File: src/include/pin_mux_map.vh
// Register map and constants for the multipurpose pin multiplexer.
// Assumes byte-wide registers on an 8-bit control port address.
`ifndef PIN_MUX_MAP_VH
`define PIN_MUX_MAP_VH

`define ADDR_W                 8
`define DATA_W                 8

`define OFS_GROUP_FUNCTION     8'h6f
`define OFS_GROUP_A_ASSIGN     8'h70
`define OFS_GROUP_B_C_ASSIGN   8'h71
`define OFS_PIN_A1_A0_SELECT   8'h72
`define OFS_PIN_A3_A2_SELECT   8'h73
`define OFS_PIN_B1_B0_SELECT   8'h74
`define OFS_PIN_B3_B2_SELECT   8'h75
`define OFS_PIN_C1_C0_SELECT   8'h76
`define OFS_PIN_C3_C2_SELECT   8'h77
`define OFS_GPIO_DIR_A_B       8'h79
`define OFS_GPIO_DIR_C         8'h7a
`define OFS_GPIO_OUT_A_B       8'h7b
`define OFS_GPIO_OUT_C         8'h7c
`define OFS_GPIO_IN_A_B        8'h7d
`define OFS_GPIO_IN_C          8'h7e

`define RST_GROUP_FUNCTION     8'h40
`define RST_GROUP_A_ASSIGN     8'h00
`define RST_GROUP_B_C_ASSIGN   8'h00
`define RST_FLAG_SELECT        8'h00
`define RST_GPIO_DIR           8'h00
`define RST_GPIO_OUT           8'h00

`define GROUP_ONE_FIELD_HI     7
`define GROUP_ONE_FIELD_LO     6
`define GROUP_TWO_FIELD_HI     5
`define GROUP_TWO_FIELD_LO     3
`define GROUP_THREE_FIELD_HI   2
`define GROUP_THREE_FIELD_LO   0
`define GROUP_ONE_FLAG_GPIO    2'h3
`define GROUP_TWO_FLAG_GPIO    3'h3
`define GROUP_THREE_FLAG_GPIO  3'h3

`define ROUTE_SOURCE_HI        5
`define ROUTE_SOURCE_LO        4
`define GROUP_A_ASSIGN_MASK    8'h3f
`define NIBBLE_MASK            8'h0f

`define FLAG_SELECT_COUNT      6
`define FLAG_CODE_W            4

`endif

File: src/pin_mux.v
// Flag/GPIO multiplexer for twelve multipurpose pins in groups A, B and C.
// Assumes flags come from logic on clock_i; pin inputs are asynchronous.
// Pin index: 3..0 group A, 7..4 group B, 11..8 group C.

`include "pin_mux_map.vh"

module pin_mux #(
    parameter PIN_COUNT = 12
) (
    input  wire                 clock_i,
    input  wire                 reset_n_i,
    input  wire                 clk_en_i,
    input  wire [`ADDR_W-1:0]   addr_i,
    input  wire [`DATA_W-1:0]   wdata_i,
    input  wire                 wr_i,
    input  wire                 rd_i,
    output wire [`DATA_W-1:0]   rdata_o,
    input  wire                 clock_status_flag_i,
    input  wire                 deemphasis_flag_i,
    input  wire                 burst_preamble_sync_i,
    input  wire                 compressed_cd_detect_i,
    input  wire                 parity_error_i,
    input  wire                 receiver_lock_i,
    input  wire                 validity_bit_out_i,
    input  wire                 user_bit_out_i,
    input  wire                 channel_status_bit_out_i,
    input  wire                 block_start_marker_i,
    input  wire [3:0]           sample_rate_code_i,
    input  wire                 interrupt_line_zero_i,
    input  wire                 interrupt_line_one_i,
    input  wire [PIN_COUNT-1:0] pin_in_i,
    output wire [PIN_COUNT-1:0] pin_out_o,
    output wire [PIN_COUNT-1:0] pin_oe_o,
    output wire [1:0]           multichannel_route_source_o
);

    // Pick one flag out of sixteen by code
    function flag_pick;
        input [15:0]             vec;
        input [`FLAG_CODE_W-1:0] code;
        begin
            flag_pick = vec[code];
        end
    endfunction

    // Nibble of a selector register for a pin
    function [`FLAG_CODE_W-1:0] nibble_of;
        input [`DATA_W-1:0] value;
        input               upper;
        begin
            if (upper) begin
                nibble_of = value[7:4];
            end else begin
                nibble_of = value[3:0];
            end
        end
    endfunction

    reg  [`DATA_W-1:0] group_function_r;
    reg  [`DATA_W-1:0] group_a_assign_r;
    reg  [`DATA_W-1:0] group_b_c_assign_r;
    reg  [`DATA_W-1:0] flag_select_r [0:`FLAG_SELECT_COUNT-1];
    reg  [`DATA_W-1:0] gpio_dir_a_b_r;
    reg  [3:0]         gpio_dir_c_r;
    reg  [`DATA_W-1:0] gpio_out_a_b_r;
    reg  [3:0]         gpio_out_c_r;
    reg  [`DATA_W-1:0] rdata_r;
    reg  [`DATA_W-1:0] rdata_nxt;
    reg  [PIN_COUNT-1:0] pin_meta_r;
    reg  [PIN_COUNT-1:0] pin_sync_r;
    reg  [PIN_COUNT-1:0] pin_out_r;
    reg  [PIN_COUNT-1:0] pin_oe_r;
    wire [PIN_COUNT-1:0] pin_out_nxt;
    wire [PIN_COUNT-1:0] pin_oe_nxt;
    wire [PIN_COUNT-1:0] pin_is_gpio;
    wire [PIN_COUNT-1:0] gpio_dir;
    wire [PIN_COUNT-1:0] gpio_out;
    wire [PIN_COUNT-1:0] group_mode;
    wire [15:0]          flag_vec;
    wire                 mode_one;
    wire                 mode_two;
    wire                 mode_three;
    wire                 sel_hit;
    integer              i;

    // Bit k is the flag of code k
    assign flag_vec = {interrupt_line_one_i,
                       interrupt_line_zero_i,
                       sample_rate_code_i[3],
                       sample_rate_code_i[2],
                       sample_rate_code_i[1],
                       sample_rate_code_i[0],
                       block_start_marker_i,
                       channel_status_bit_out_i,
                       user_bit_out_i,
                       validity_bit_out_i,
                       receiver_lock_i,
                       parity_error_i,
                       compressed_cd_detect_i,
                       burst_preamble_sync_i,
                       deemphasis_flag_i,
                       clock_status_flag_i};

    assign mode_one = (group_function_r[`GROUP_ONE_FIELD_HI:`GROUP_ONE_FIELD_LO]
                       == `GROUP_ONE_FLAG_GPIO);
    assign mode_two = (group_function_r[`GROUP_TWO_FIELD_HI:`GROUP_TWO_FIELD_LO]
                       == `GROUP_TWO_FLAG_GPIO);
    assign mode_three = (group_function_r[`GROUP_THREE_FIELD_HI:`GROUP_THREE_FIELD_LO]
                         == `GROUP_THREE_FLAG_GPIO);
    assign group_mode = {{4{mode_three}}, {4{mode_two}}, {4{mode_one}}};

    // Flag or GPIO bit per pin
    assign pin_is_gpio = {group_b_c_assign_r[3:0],
                          group_b_c_assign_r[7:4],
                          group_a_assign_r[3:0]};
    assign gpio_dir = {gpio_dir_c_r, gpio_dir_a_b_r};
    assign gpio_out = {gpio_out_c_r, gpio_out_a_b_r};

    genvar p;
    generate
        for (p = 0; p < PIN_COUNT; p = p + 1) begin : g_pin
            // Group A keys all four selectors on A3/A2 only, unlike B and C
            localparam PAIR_HI = (p < 4) ? 3 : (p | 1);
            localparam PAIR_LO = (p < 4) ? 2 : (p & ~1);
            wire [`FLAG_CODE_W-1:0] code;
            wire                    pair_ok;
            wire                    flag_on;
            wire                    gpio_on;
            // Pin p uses register p/2, odd pins the upper nibble
            assign code = nibble_of(flag_select_r[p/2], (p % 2) == 1);
            assign pair_ok = ~pin_is_gpio[PAIR_HI] & ~pin_is_gpio[PAIR_LO];
            assign flag_on = group_mode[p] & ~pin_is_gpio[p] & pair_ok;
            assign gpio_on = group_mode[p] & pin_is_gpio[p];
            assign pin_oe_nxt[p] = flag_on | (gpio_on & gpio_dir[p]);
            assign pin_out_nxt[p] = flag_on ? flag_pick(flag_vec, code) :
                                    (gpio_on & gpio_dir[p] & gpio_out[p]);
        end
    endgenerate

    // Registers, pin outputs and input synchroniser
    always @(posedge clock_i or negedge reset_n_i) begin
        if (!reset_n_i) begin
            group_function_r   <= `RST_GROUP_FUNCTION;
            group_a_assign_r   <= `RST_GROUP_A_ASSIGN;
            group_b_c_assign_r <= `RST_GROUP_B_C_ASSIGN;
            for (i = 0; i < `FLAG_SELECT_COUNT; i = i + 1) begin
                flag_select_r[i] <= `RST_FLAG_SELECT;
            end
            gpio_dir_a_b_r <= `RST_GPIO_DIR;
            gpio_dir_c_r   <= 4'h0;
            gpio_out_a_b_r <= `RST_GPIO_OUT;
            gpio_out_c_r   <= 4'h0;
            rdata_r        <= 8'h00;
            pin_meta_r     <= {PIN_COUNT{1'b0}};
            pin_sync_r     <= {PIN_COUNT{1'b0}};
            pin_out_r      <= {PIN_COUNT{1'b0}};
            pin_oe_r       <= {PIN_COUNT{1'b0}};
        end else if (clk_en_i) begin
            pin_meta_r <= pin_in_i;
            pin_sync_r <= pin_meta_r;
            // Single retiming stage; new settings show one edge after the write
            pin_out_r  <= pin_out_nxt;
            pin_oe_r   <= pin_oe_nxt;
            rdata_r    <= rdata_nxt;
            if (wr_i) begin
                case (addr_i)
                    `OFS_GROUP_FUNCTION: begin
                        group_function_r <= wdata_i;
                    end
                    `OFS_GROUP_A_ASSIGN: begin
                        group_a_assign_r <= wdata_i & `GROUP_A_ASSIGN_MASK;
                    end
                    `OFS_GROUP_B_C_ASSIGN: begin
                        group_b_c_assign_r <= wdata_i;
                    end
                    `OFS_PIN_A1_A0_SELECT: begin
                        flag_select_r[0] <= wdata_i;
                    end
                    `OFS_PIN_A3_A2_SELECT: begin
                        flag_select_r[1] <= wdata_i;
                    end
                    `OFS_PIN_B1_B0_SELECT: begin
                        flag_select_r[2] <= wdata_i;
                    end
                    `OFS_PIN_B3_B2_SELECT: begin
                        flag_select_r[3] <= wdata_i;
                    end
                    `OFS_PIN_C1_C0_SELECT: begin
                        flag_select_r[4] <= wdata_i;
                    end
                    `OFS_PIN_C3_C2_SELECT: begin
                        flag_select_r[5] <= wdata_i;
                    end
                    `OFS_GPIO_DIR_A_B: begin
                        gpio_dir_a_b_r <= wdata_i;
                    end
                    `OFS_GPIO_DIR_C: begin
                        gpio_dir_c_r <= wdata_i[3:0];
                    end
                    `OFS_GPIO_OUT_A_B: begin
                        gpio_out_a_b_r <= wdata_i;
                    end
                    `OFS_GPIO_OUT_C: begin
                        gpio_out_c_r <= wdata_i[3:0];
                    end
                    default: begin
                    end
                endcase
            end
        end
    end

    assign sel_hit = (addr_i >= `OFS_PIN_A1_A0_SELECT) &&
                     (addr_i <= `OFS_PIN_C3_C2_SELECT);

    // Read data only in the cycle after the strobe, zero otherwise
    always @* begin
        rdata_nxt = 8'h00;
        if (rd_i) begin
            if (sel_hit) begin
                rdata_nxt = flag_select_r[addr_i[2:0] - 3'h2];
            end else begin
                case (addr_i)
                    `OFS_GROUP_FUNCTION:   rdata_nxt = group_function_r;
                    `OFS_GROUP_A_ASSIGN:   rdata_nxt = group_a_assign_r;
                    `OFS_GROUP_B_C_ASSIGN: rdata_nxt = group_b_c_assign_r;
                    `OFS_GPIO_DIR_A_B:     rdata_nxt = gpio_dir_a_b_r;
                    `OFS_GPIO_DIR_C:       rdata_nxt = {4'h0, gpio_dir_c_r};
                    `OFS_GPIO_OUT_A_B:     rdata_nxt = gpio_out_a_b_r;
                    `OFS_GPIO_OUT_C:       rdata_nxt = {4'h0, gpio_out_c_r};
                    `OFS_GPIO_IN_A_B:      rdata_nxt = pin_sync_r[7:0];
                    `OFS_GPIO_IN_C:        rdata_nxt = {4'h0, pin_sync_r[11:8]};
                    default:               rdata_nxt = 8'h00;
                endcase
            end
        end
    end

    assign rdata_o   = rdata_r;
    assign pin_out_o = pin_out_r;
    assign pin_oe_o  = pin_oe_r;
    // Taken straight from the stored field; routing table lives elsewhere
    assign multichannel_route_source_o =
        group_a_assign_r[`ROUTE_SOURCE_HI:`ROUTE_SOURCE_LO];

endmodule // pin_mux

File: config.mk
export PLATFORM = sky130hd
export DESIGN_NAME = pin_mux
export DESIGN_NICKNAME = d
export VERILOG_FILES = /design/src/pin_mux.v
export VERILOG_INCLUDE_DIRS = /design/src /design/src/include
export SDC_FILE = /design/constraint.sdc
export NUM_CORES = 1
export LEC_CHECK = 0
export ABC_CLOCK_PERIOD_IN_PS = 2500
export BUFFER_PORTS_ARGS = -buffer_cell sky130_fd_sc_hd__buf_2
export CAP_MARGIN = 20
export CORE_MARGIN = 10
export CORE_UTILIZATION = 60
export DETAILED_ROUTE_END_ITERATION = 16
export PLACE_DENSITY = 0.8
export SYNTH_ARGS = -nofsm -noshare
export SYNTH_HDL_FRONTEND = slang
export SYNTH_SLANG_ARGS = --single-unit
File: constraint.sdc
create_clock -name clock_i -period 2.5 [get_ports clock_i]
set_input_delay 0.25 -clock clock_i [delete_from_list [all_inputs] [get_ports clock_i]]
set_output_delay 0.25 -clock clock_i [all_outputs]
set_load 0.02 [all_outputs]
# == After elaboration in Yosys (flattened, before gate mapping) ==
# Index checks and enable logic that the tools add are counted.
# word_totals
regBits,150
input_bits,49
out_inout_bits,34
# op_classes
add_sub_neg,1
order_cmp,15
n_eq_ne,18
n_mux,42
bitwise_logic,90
reduce_logical,14
# ops
operator,count
$eq 8x7->1 const B,15
$pmux 8 s9,1
$and 1x1->1,65
$lt 4x5->1 const B,12
$bmux 1 s4,12
$reduce_and 3->1,13
$mux 8,4
$bmux 8 s3,1
$mux 1,24
$not 1->1,12
$or 1x1->1,12
$ge 8x7->1 const B,1
$le 8x7->1 const B,1
$eq 3x2->1 const B,2
$ge 4x4->1 const B,1
$not 3->4,1
$sub 3x2->3 const B,1
$eq 2x2->1 const B,1
$logic_and 1x1->1,1

# == Depth between registers and ports, before layout ==
# Gate-level depths: netlist (run 1).
# depth
depth_word,7
depth_mapped,8
depth_no_buf,5

# == Worst setup path after synthesis (run 1) ==
# Ideal clock, no wire load.
# synth_timing
path_kind,register to register
start,reg flag_select_r[20] (netlist bit)
end,"reg pin_out_r[7], in the netlist pin_out_o[7]"
t_arrival_ns,1.761
required_time_ns,2.379
slack_ns,0.618
path_stages_with_launch,5
path_buffers,1
cell_sequence,dfrtp_1 > clkbuf_1 > mux4_1 > mux4_2 > o22a_1
# synth_via
elab_chain_cells,3
# synth_rtl
item,line_no,source
"start, declared",pin_mux.v:62,reg [`DATA_W-1:0] flag_select_r [0:`FLAG_SELECT_COUNT-1];
"start signal, assigned by index",pin_mux.v:147,flag_select_r[i] <= `RST_FLAG_SELECT;
$bmux 1 s4,pin_mux.v:42,flag_pick = vec[code];
$mux 1 (not written as such),pin_mux.v:42,
$mux 1,pin_mux.v:135,"assign pin_out_nxt[p] = flag_on ? flag_pick(flag_vec, code) :"
"end signal, assigned",pin_mux.v:156,pin_out_r <= {PIN_COUNT{1'b0}};
"end signal, assigned",pin_mux.v:162,pin_out_r <= pin_out_nxt;
"end, declared",pin_mux.v:71,reg [PIN_COUNT-1:0] pin_out_r;
# No other way between the ends. The select of a mux whose other input is x is not followed.
# A chain may end at the register's enable or synchronous reset.

# == Worst setup path after layout (run 1) ==
# layout_timing
start,reg flag_select_r[44] (netlist bit)
end,"reg pin_out_r[1], in the netlist pin_out_o[1]"
# Same word-level chain as after synthesis.

==> impl_metrics.toml, run 1 <==
[clocking]
cts_tree = "yes"
cts_resized = 0
cts_buffers = 17
clk_latency_ps = 440
clockBufferDepth = 2
post-cts-setup-buffers = 0
numClockSinks = 150
h-tree-depth = 4
cts_root_buffer = "clkbuf_16"
path_clk_slew_ps = 70

[sta]
timing.hold.ws_ps = 42.0
hold_violations = 0
tns_ps = 0
finClkSkew_ps = 9.44
tightestPinTransition_ps = 613
slew_violations = 0
finalCritPeriodShare = 0.839
setup_violations = 0
period_minus_slack_ps = 2100
slew_headroom = 0.588
max_freq_ghz = 0.477
rsz0062_at_grt = "no"
finalWorstSetupSlack_ps = 403

[critical_path]
critPathKind = "reg -> reg"
crit_arrival_ps = 2420
worstSetupStartpointType = "flip-flop"
end_kind = "flip-flop"
critical_path_required_ps = 2830
crit_fanout = 6
r2r_slack_ps = 400

[placed_design]
dp_hpwl_mm = 19.3
pre_cts_slack_ps = 292
post_dp_cell_area_um2 = 9310
gp_congestion = 1.04
port_buffers = 82

[synthesis]
synth-seq-area-share = 0.423
post_synth_instance_area_um2 = 8890
synth_cells = 732
ys_warn_count = 0
synth_area_leader_cell = "dfrtp_1"
avgSynthCellArea_um2 = 12.1
synth_edf_count = 0
synthTopCellsByArea = "dfrtp_1 42%, mux2_2 15%, mux4_2 8.4%"
ys_async_sr_fraction = 1.00
yosysTopAreaCellShare = 0.420
ys_types = 63
ys.flop_type = "dfrtp_1"
synth_nets = 781
synth-seq-cells = 150

[floorplan]
dieHeight_um = 142
initial_utilization = 0.611
fp.dieW_um = 142
rows = 44
die_area_um2 = 20100
io_pins = 83
core_region_area_um2 = 14500

[global_routing]
gr-total-overflow = 0
use_met2 = 0.418
busiest_layer = "met2"
use_met3 = 0.0915
grt_pass1_vias = 7177
grt.total_usage = 0.275
grt_pass1_wl_mm = 42.6
antenna_found_initial = 0
grt.met1_usage = 0.365
grt_max_degree = 50

[power_and_ir_drop]
irDropWorstVdd_v = 0.000556
power_frac_seq = 0.448
power_frac_clock = 0.445
switching_share = 0.269
leakagePower_nw = 4.38
switching_power_w = 0.00158
power.density_nw_per_um2 = 591
power_frac_comb = 0.108
p_int_w = 0.00428

[final_layout]
area_growth_pct = 11.6
finalCoreUtilization = 0.683
antenna_cells = 0
nets = 828
drive_gt1_frac = 0.372
final_cell_area_um2 = 9920
layout_commonest_cell = "dfrtp_1"
most-common-layout-cells = "149 x dfrtp_1, 116 x mux2_2, 81 x buf_2, 33 x mux4_2"

[run_status]
status = "completed"

[routing]
routed_wl_mm = 27.3
drc_errors = 0
first_pass_iters = 8
viasPerCell = 7.21
vias = 7033
final_antenna_net_count = 0
drt_iter0_markers = 1084
routedWlPerCell_um = 28.0

[min_path]
min_path_type = "in -> reg"

[flow_run]
drv_cap = 0
## metrics by stage
stage	power [W]	cells
after global placement	0.00325	943
final	0.00586	976
after detailed placement	0.00328	943
after CTS	0.00585	976
after global routing	0.00603	976
after floorplan	0.00302	732
## cells by family (layout without fill, tap and decap cells)
group,Yosys count,in the layout,synth area share
simple gates,178,178,0.111
compound gates,122,122,0.0973
mux,204,204,0.325
flops,150,150,0.423
buf+inv,78,138,0.0439
## power by group through the flow
stage	registers (W)	clock network [W]	logic [W]
3_5_place_dp	0.00266	0	0.000614
2_1_floorplan	0.00262	0	0.000406
6_report	0.00262	0.00261	0.000631
3_3_place_gp	0.00266	0	0.000594
5_1_grt	0.00263	0.00272	0.000672
4_1_cts	0.00262	0.00261	0.000621
## cell usage after synthesis, drive strengths merged (6+ instances only)
cell and count:
nor2 34, clkbuf 25, dfrtp 149, nand2 30, buf 48, a21oi 25
a22o 6, o211ai 7, nand3 29, o21ai 12, nor2b 15, nor3 19
mux2i 28, a211oi 11, or2 6, o221ai 7, o22ai 8, a21o 8
nand3b 6, mux2 126, a31oi 8, mux4 50
## sequential cells by signal, indices dropped and copies added, names as in the netlist
signal / count
gpio_dir_c_r: 4
gpio_dir_a_b_r: 8
flag_select_r: 48
rdata_o: 8
gpio_out_c_r: 4
pin_meta_r: 12
pin_out_o: 12
group_a_assign_r: 6
group_b_c_assign_r: 8
group_function_r: 8
pin_sync_r: 12
pin_oe_o: 12
gpio_out_a_b_r: 8
## worst max-delay path: stages, from the launching register on
cell	delay [ps]
dfrtp_1	490
mux4_1	610
mux4_2	550
a221o_1	340
## per-layer routing
| layer | share of wire | routed length (um) |
|---|---|---|
| met1 | 0.38 | 10500 |
| met2 | 0.46 | 12600 |
| met3 | 0.12 | 3320 |
| met4 | 0.033 | 910 |
| met5 | 0 | 0 |
## final cells by class
class / count / area (um2)
Clock inverter: 15 / 175
Sequential cell: 150 / 3750
Timing Repair Buffer: 101 / 574
Tap cell: 184 / 230
Multi-Input combinational cell: 504 / 4740
Clock buffer: 17 / 425
Fill cell: 1103 / 4610
Inverter: 5 / 18.8
## what timing repair did
item,CTS,global route
hold endpoints to repair,42,0
endpoints found under the setup margin,0,0
hold buffers,1,0
## path summary, 6_finish.rpt
kind,startpoint,endpoint,cells after the start
hold / removal,pin_in_i[11],pin_meta_r[11],2
setup reg to reg,flag_select_r[44],pin_out_o[1],3
hold reg to reg,pin_oe_o[9],pin_oe_o[9],1
min in group asynchronous,reset_n_i,pin_sync_r[5],2
max in group asynchronous,reset_n_i,pin_out_o[8],3
setup / recovery,flag_select_r[44],pin_out_o[1],3
(Power assumes the default switching activity.)
==> run 2: changes to the inputs <==
--- a/config.mk
+++ b/config.mk
@@ -6,13 +6,14 @@
 export SDC_FILE = /design/constraint.sdc
 export NUM_CORES = 1
 export LEC_CHECK = 0
-export ABC_CLOCK_PERIOD_IN_PS = 2500
+export ABC_AREA = 1
+export ABC_CLOCK_PERIOD_IN_PS = 1800
 export BUFFER_PORTS_ARGS = -buffer_cell sky130_fd_sc_hd__buf_2
 export CAP_MARGIN = 20
 export CORE_MARGIN = 10
-export CORE_UTILIZATION = 60
+export CORE_UTILIZATION = 55
 export DETAILED_ROUTE_END_ITERATION = 16
-export PLACE_DENSITY = 0.8
+export PLACE_DENSITY = 0.78
 export SYNTH_ARGS = -nofsm -noshare
 export SYNTH_HDL_FRONTEND = slang
 export SYNTH_SLANG_ARGS = --single-unit
==> constraint.sdc (replaced) <==
create_clock -name clock_i -period 1.8 [get_ports clock_i]
set_input_delay 0.18 -clock clock_i [delete_from_list [all_inputs] [get_ports clock_i]]
set_output_delay 0.18 -clock clock_i [all_outputs]
set_load 0.02 [all_outputs]
==> run 2 against run 1 <==
  * Via count increased by 33%
  * Largest power group unchanged
  * First-iteration DRC count up 23%
  * Critical path type unchanged
  * Combinational power increased by 62%
  * Utilization down 3.1 points
  * Hold slack improved by 190 ps
  * Flip-flop and latch count unchanged
  * Clock-buffer cell count up 2
  * Power grew 40%
  * Highest routed layer unchanged
  * Register-to-register slack worse by 300 ps
==> impl_metrics.toml, run 2 <==
[final_layout]
drive_gt1_frac = 0.133
finalCoreUtilization = 0.651
largest_reg_flops = 48
most-common-layout-cells = "455 x nand2_1, 193 x nand3_1, 149 x dfrtp_1, 113 x inv_1, 94 x nor2_1"
layout_commonest_cell = "nand2_1"
top_register = "flag_select_r"
nets = 1456
seqCellArea_um2 = 3750
area_growth_pct = 15.2
multi_input_area_um2 = 4460
fillers = 1438
antenna_cells = 0
stdcell_count = 1636

[global_routing]
grt_pass1_vias = 8809
grt_pass1_wl_mm = 49.2
gr-total-overflow = 0
antenna_found_initial = 0
grt.total_usage = 0.285
grt_max_degree = 57

[sta]
hold_violations = 0
slew_violations = 0
timing.hold.ws_ps = 230
period_minus_slack_ps = 1700
max_freq_ghz = 0.590
finClkSkew_ps = 5.72
tightestPinTransition_ps = 664
tns_ps = 0
finalCritPeriodShare = 0.942
setup_violations = 0
slew_headroom = 0.557
rsz0062_at_grt = "no"

[critical_path]
end_kind = "flip-flop"
crit_arrival_ps = 2060
worstSetupStartpointType = "flip-flop"
worstReg2RegStart = "group_function_r[3]"
reg2reg_to = "pin_out_o[6]"
critical_path_required_ps = 2160
r2r_cells = 7
critPathKind = "reg -> reg"
crit_fanout = 5
r2r_slack_ps = 100

[placed_design]
port_buffers = 82
dp_hpwl_mm = 22.3
gp_congestion = 1.02
place_inst = 1591

[synthesis]
ys.flop_type = "dfrtp_1"
ys_warn_count = 0
synth_common_cells = "455 x nand2_1, 193 x nand3_1, 149 x dfrtp_1, 113 x inv_1, 94 x nor2_1"
synth-seq-cells = 150
synthMostInstantiatedCell = "nand2_1"
yosysTopAreaCellShare = 0.414
post_synth_instance_area_um2 = 9010
ys_async_sr_fraction = 1.00
synth_edf_count = 0
synth-seq-area-share = 0.417
synth_nets = 1372
synth_cells = 1323
avgSynthCellArea_um2 = 6.81
synthTopCellsByArea = "dfrtp_1 41%, nand2_1 19%, nand3_1 11%"
synth_area_leader_cell = "dfrtp_1"
ys_types = 31

[clocking]
clockBufferDepth = 2
cts_buffers = 17
clk_latency_ps = 440
path_clk_slew_ps = 70
cts_root_buffer = "clkbuf_16"
numClockSinks = 150
h-tree-depth = 4
post-cts-setup-buffers = 0
cts_tree = "yes"
cts_resized = 0

[routing]
drt_iter0_markers = 1335
routedWlPerCell_um = 19.0
viasPerCell = 5.72
first_pass_iters = 6
drc_errors = 0
vias = 9352
routed_wl_mm = 31.2
final_antenna_net_count = 0

[power_and_ir_drop]
power_w = 0.00823
power.density_nw_per_um2 = 793
leakagePower_nw = 5.13
irDropWorstVdd_v = 0.000648

[floorplan]
dieHeight_um = 148
die_area_um2 = 21900
io_pins = 83
core_region_area_um2 = 15900
fp.dieW_um = 148
rows = 46
initial_utilization = 0.565

[flow_run]
drv_cap = 0

[min_path]
holdPathStages = 4
min_path_type = "in -> reg"
worstHoldEndpoint = "flag_select_r[3]"
hp-start = "wdata_i[3]"

[run_status]
status = "completed"
[run 2: changes by cell type after synthesis, sizes merged, moves of 15 or more]
| cell | before | now |
|---|---|---|
| nand3 | 29 | 200 |
| nor2b | 15 | 0 |
| mux2i | 28 | 0 |
| nor2 | 34 | 104 |
| a21oi | 25 | 47 |
| o211ai | 7 | 23 |
| mux2 | 126 | 0 |
| inv | 5 | 120 |
| buf | 48 | 26 |
| o21ai | 12 | 128 |
| nor3 | 19 | 1 |
| mux4 | 50 | 0 |
| nand2 | 30 | 463 |
| clkbuf | 25 | 40 |
[run 2: what timing repair did]
item                                    CTS  global route
endpoints found under the setup margin    0             0
hold endpoints to repair                 49             0
hold buffers                             13             0
[run 2: layout make-up]
cell class,count,share of cell area
inverters,124,0.0448
clock buffers,19,0.0427
repair buffers,131,0.0823
multi-input cells,983,0.429
well taps,216,0.0260
flip-flops and latches,150,0.362
clock inverters,13,0.0134
[run 2: critical path: stages, from the launching register on]
cell and delay, ps:
dfrtp_1 380, nand2_1 60, nor2_1 280, nand3_1 200, o21ai_0 350, buf_4 180, inv_1 40, a21oi_1 130
[run 2: metrics by stage]
stage / worst slack, ps / cell area, um2
6_report: 104 / 10400
3_3_place_gp: 189 / 9670
5_1_grt: 3.72 / 10400
3_5_place_dp: 198 / 9670
2_1_floorplan: 425 / 9010
4_1_cts: 180 / 10400
[run 2: power breakdown]
| part | internal [W] | switching [W] | total, W |
|---|---|---|---|
| logic | 0.000328 | 0.000694 | 0.00102 |
| clock network | 0.00199 | 0.00157 | 0.00356 |
| registers | 0.00350 | 0.000144 | 0.00365 |
[run 2: kinds of logic (layout without fill, tap and decap cells)]
group / after synthesis / count (layout) / synth area share
simple gates: 779 / 779 / 0.369
buf+inv: 190 / 287 / 0.0886
compound gates: 203 / 203 / 0.124
flops: 150 / 150 / 0.417
xor+xnor: 1 / 1 / 0.00181
[run 2: worst max path at each step]
stage,start,to,slack (ps)
CTS,group_function_r[3],pin_out_o[6],180
floorplan,flag_select_r[0],pin_out_o[10],420
global route,group_function_r[3],pin_out_o[6],4
global placement,addr_i[1],gpio_out_a_b_r[5],190
detailed placement,group_function_r[3],pin_out_o[6],200
finish,group_function_r[3],pin_out_o[6],100
[run 2: layer usage]
layer / vias to the layer above / share of wire / GRT usage
li1: 4457 / - / -
met1: 4295 / 0.41 / 0.375
met2: 496 / 0.45 / 0.437
met3: 104 / 0.096 / 0.0638
met4: 0 / 0.046 / 0.133
met5: - / 0 / 0
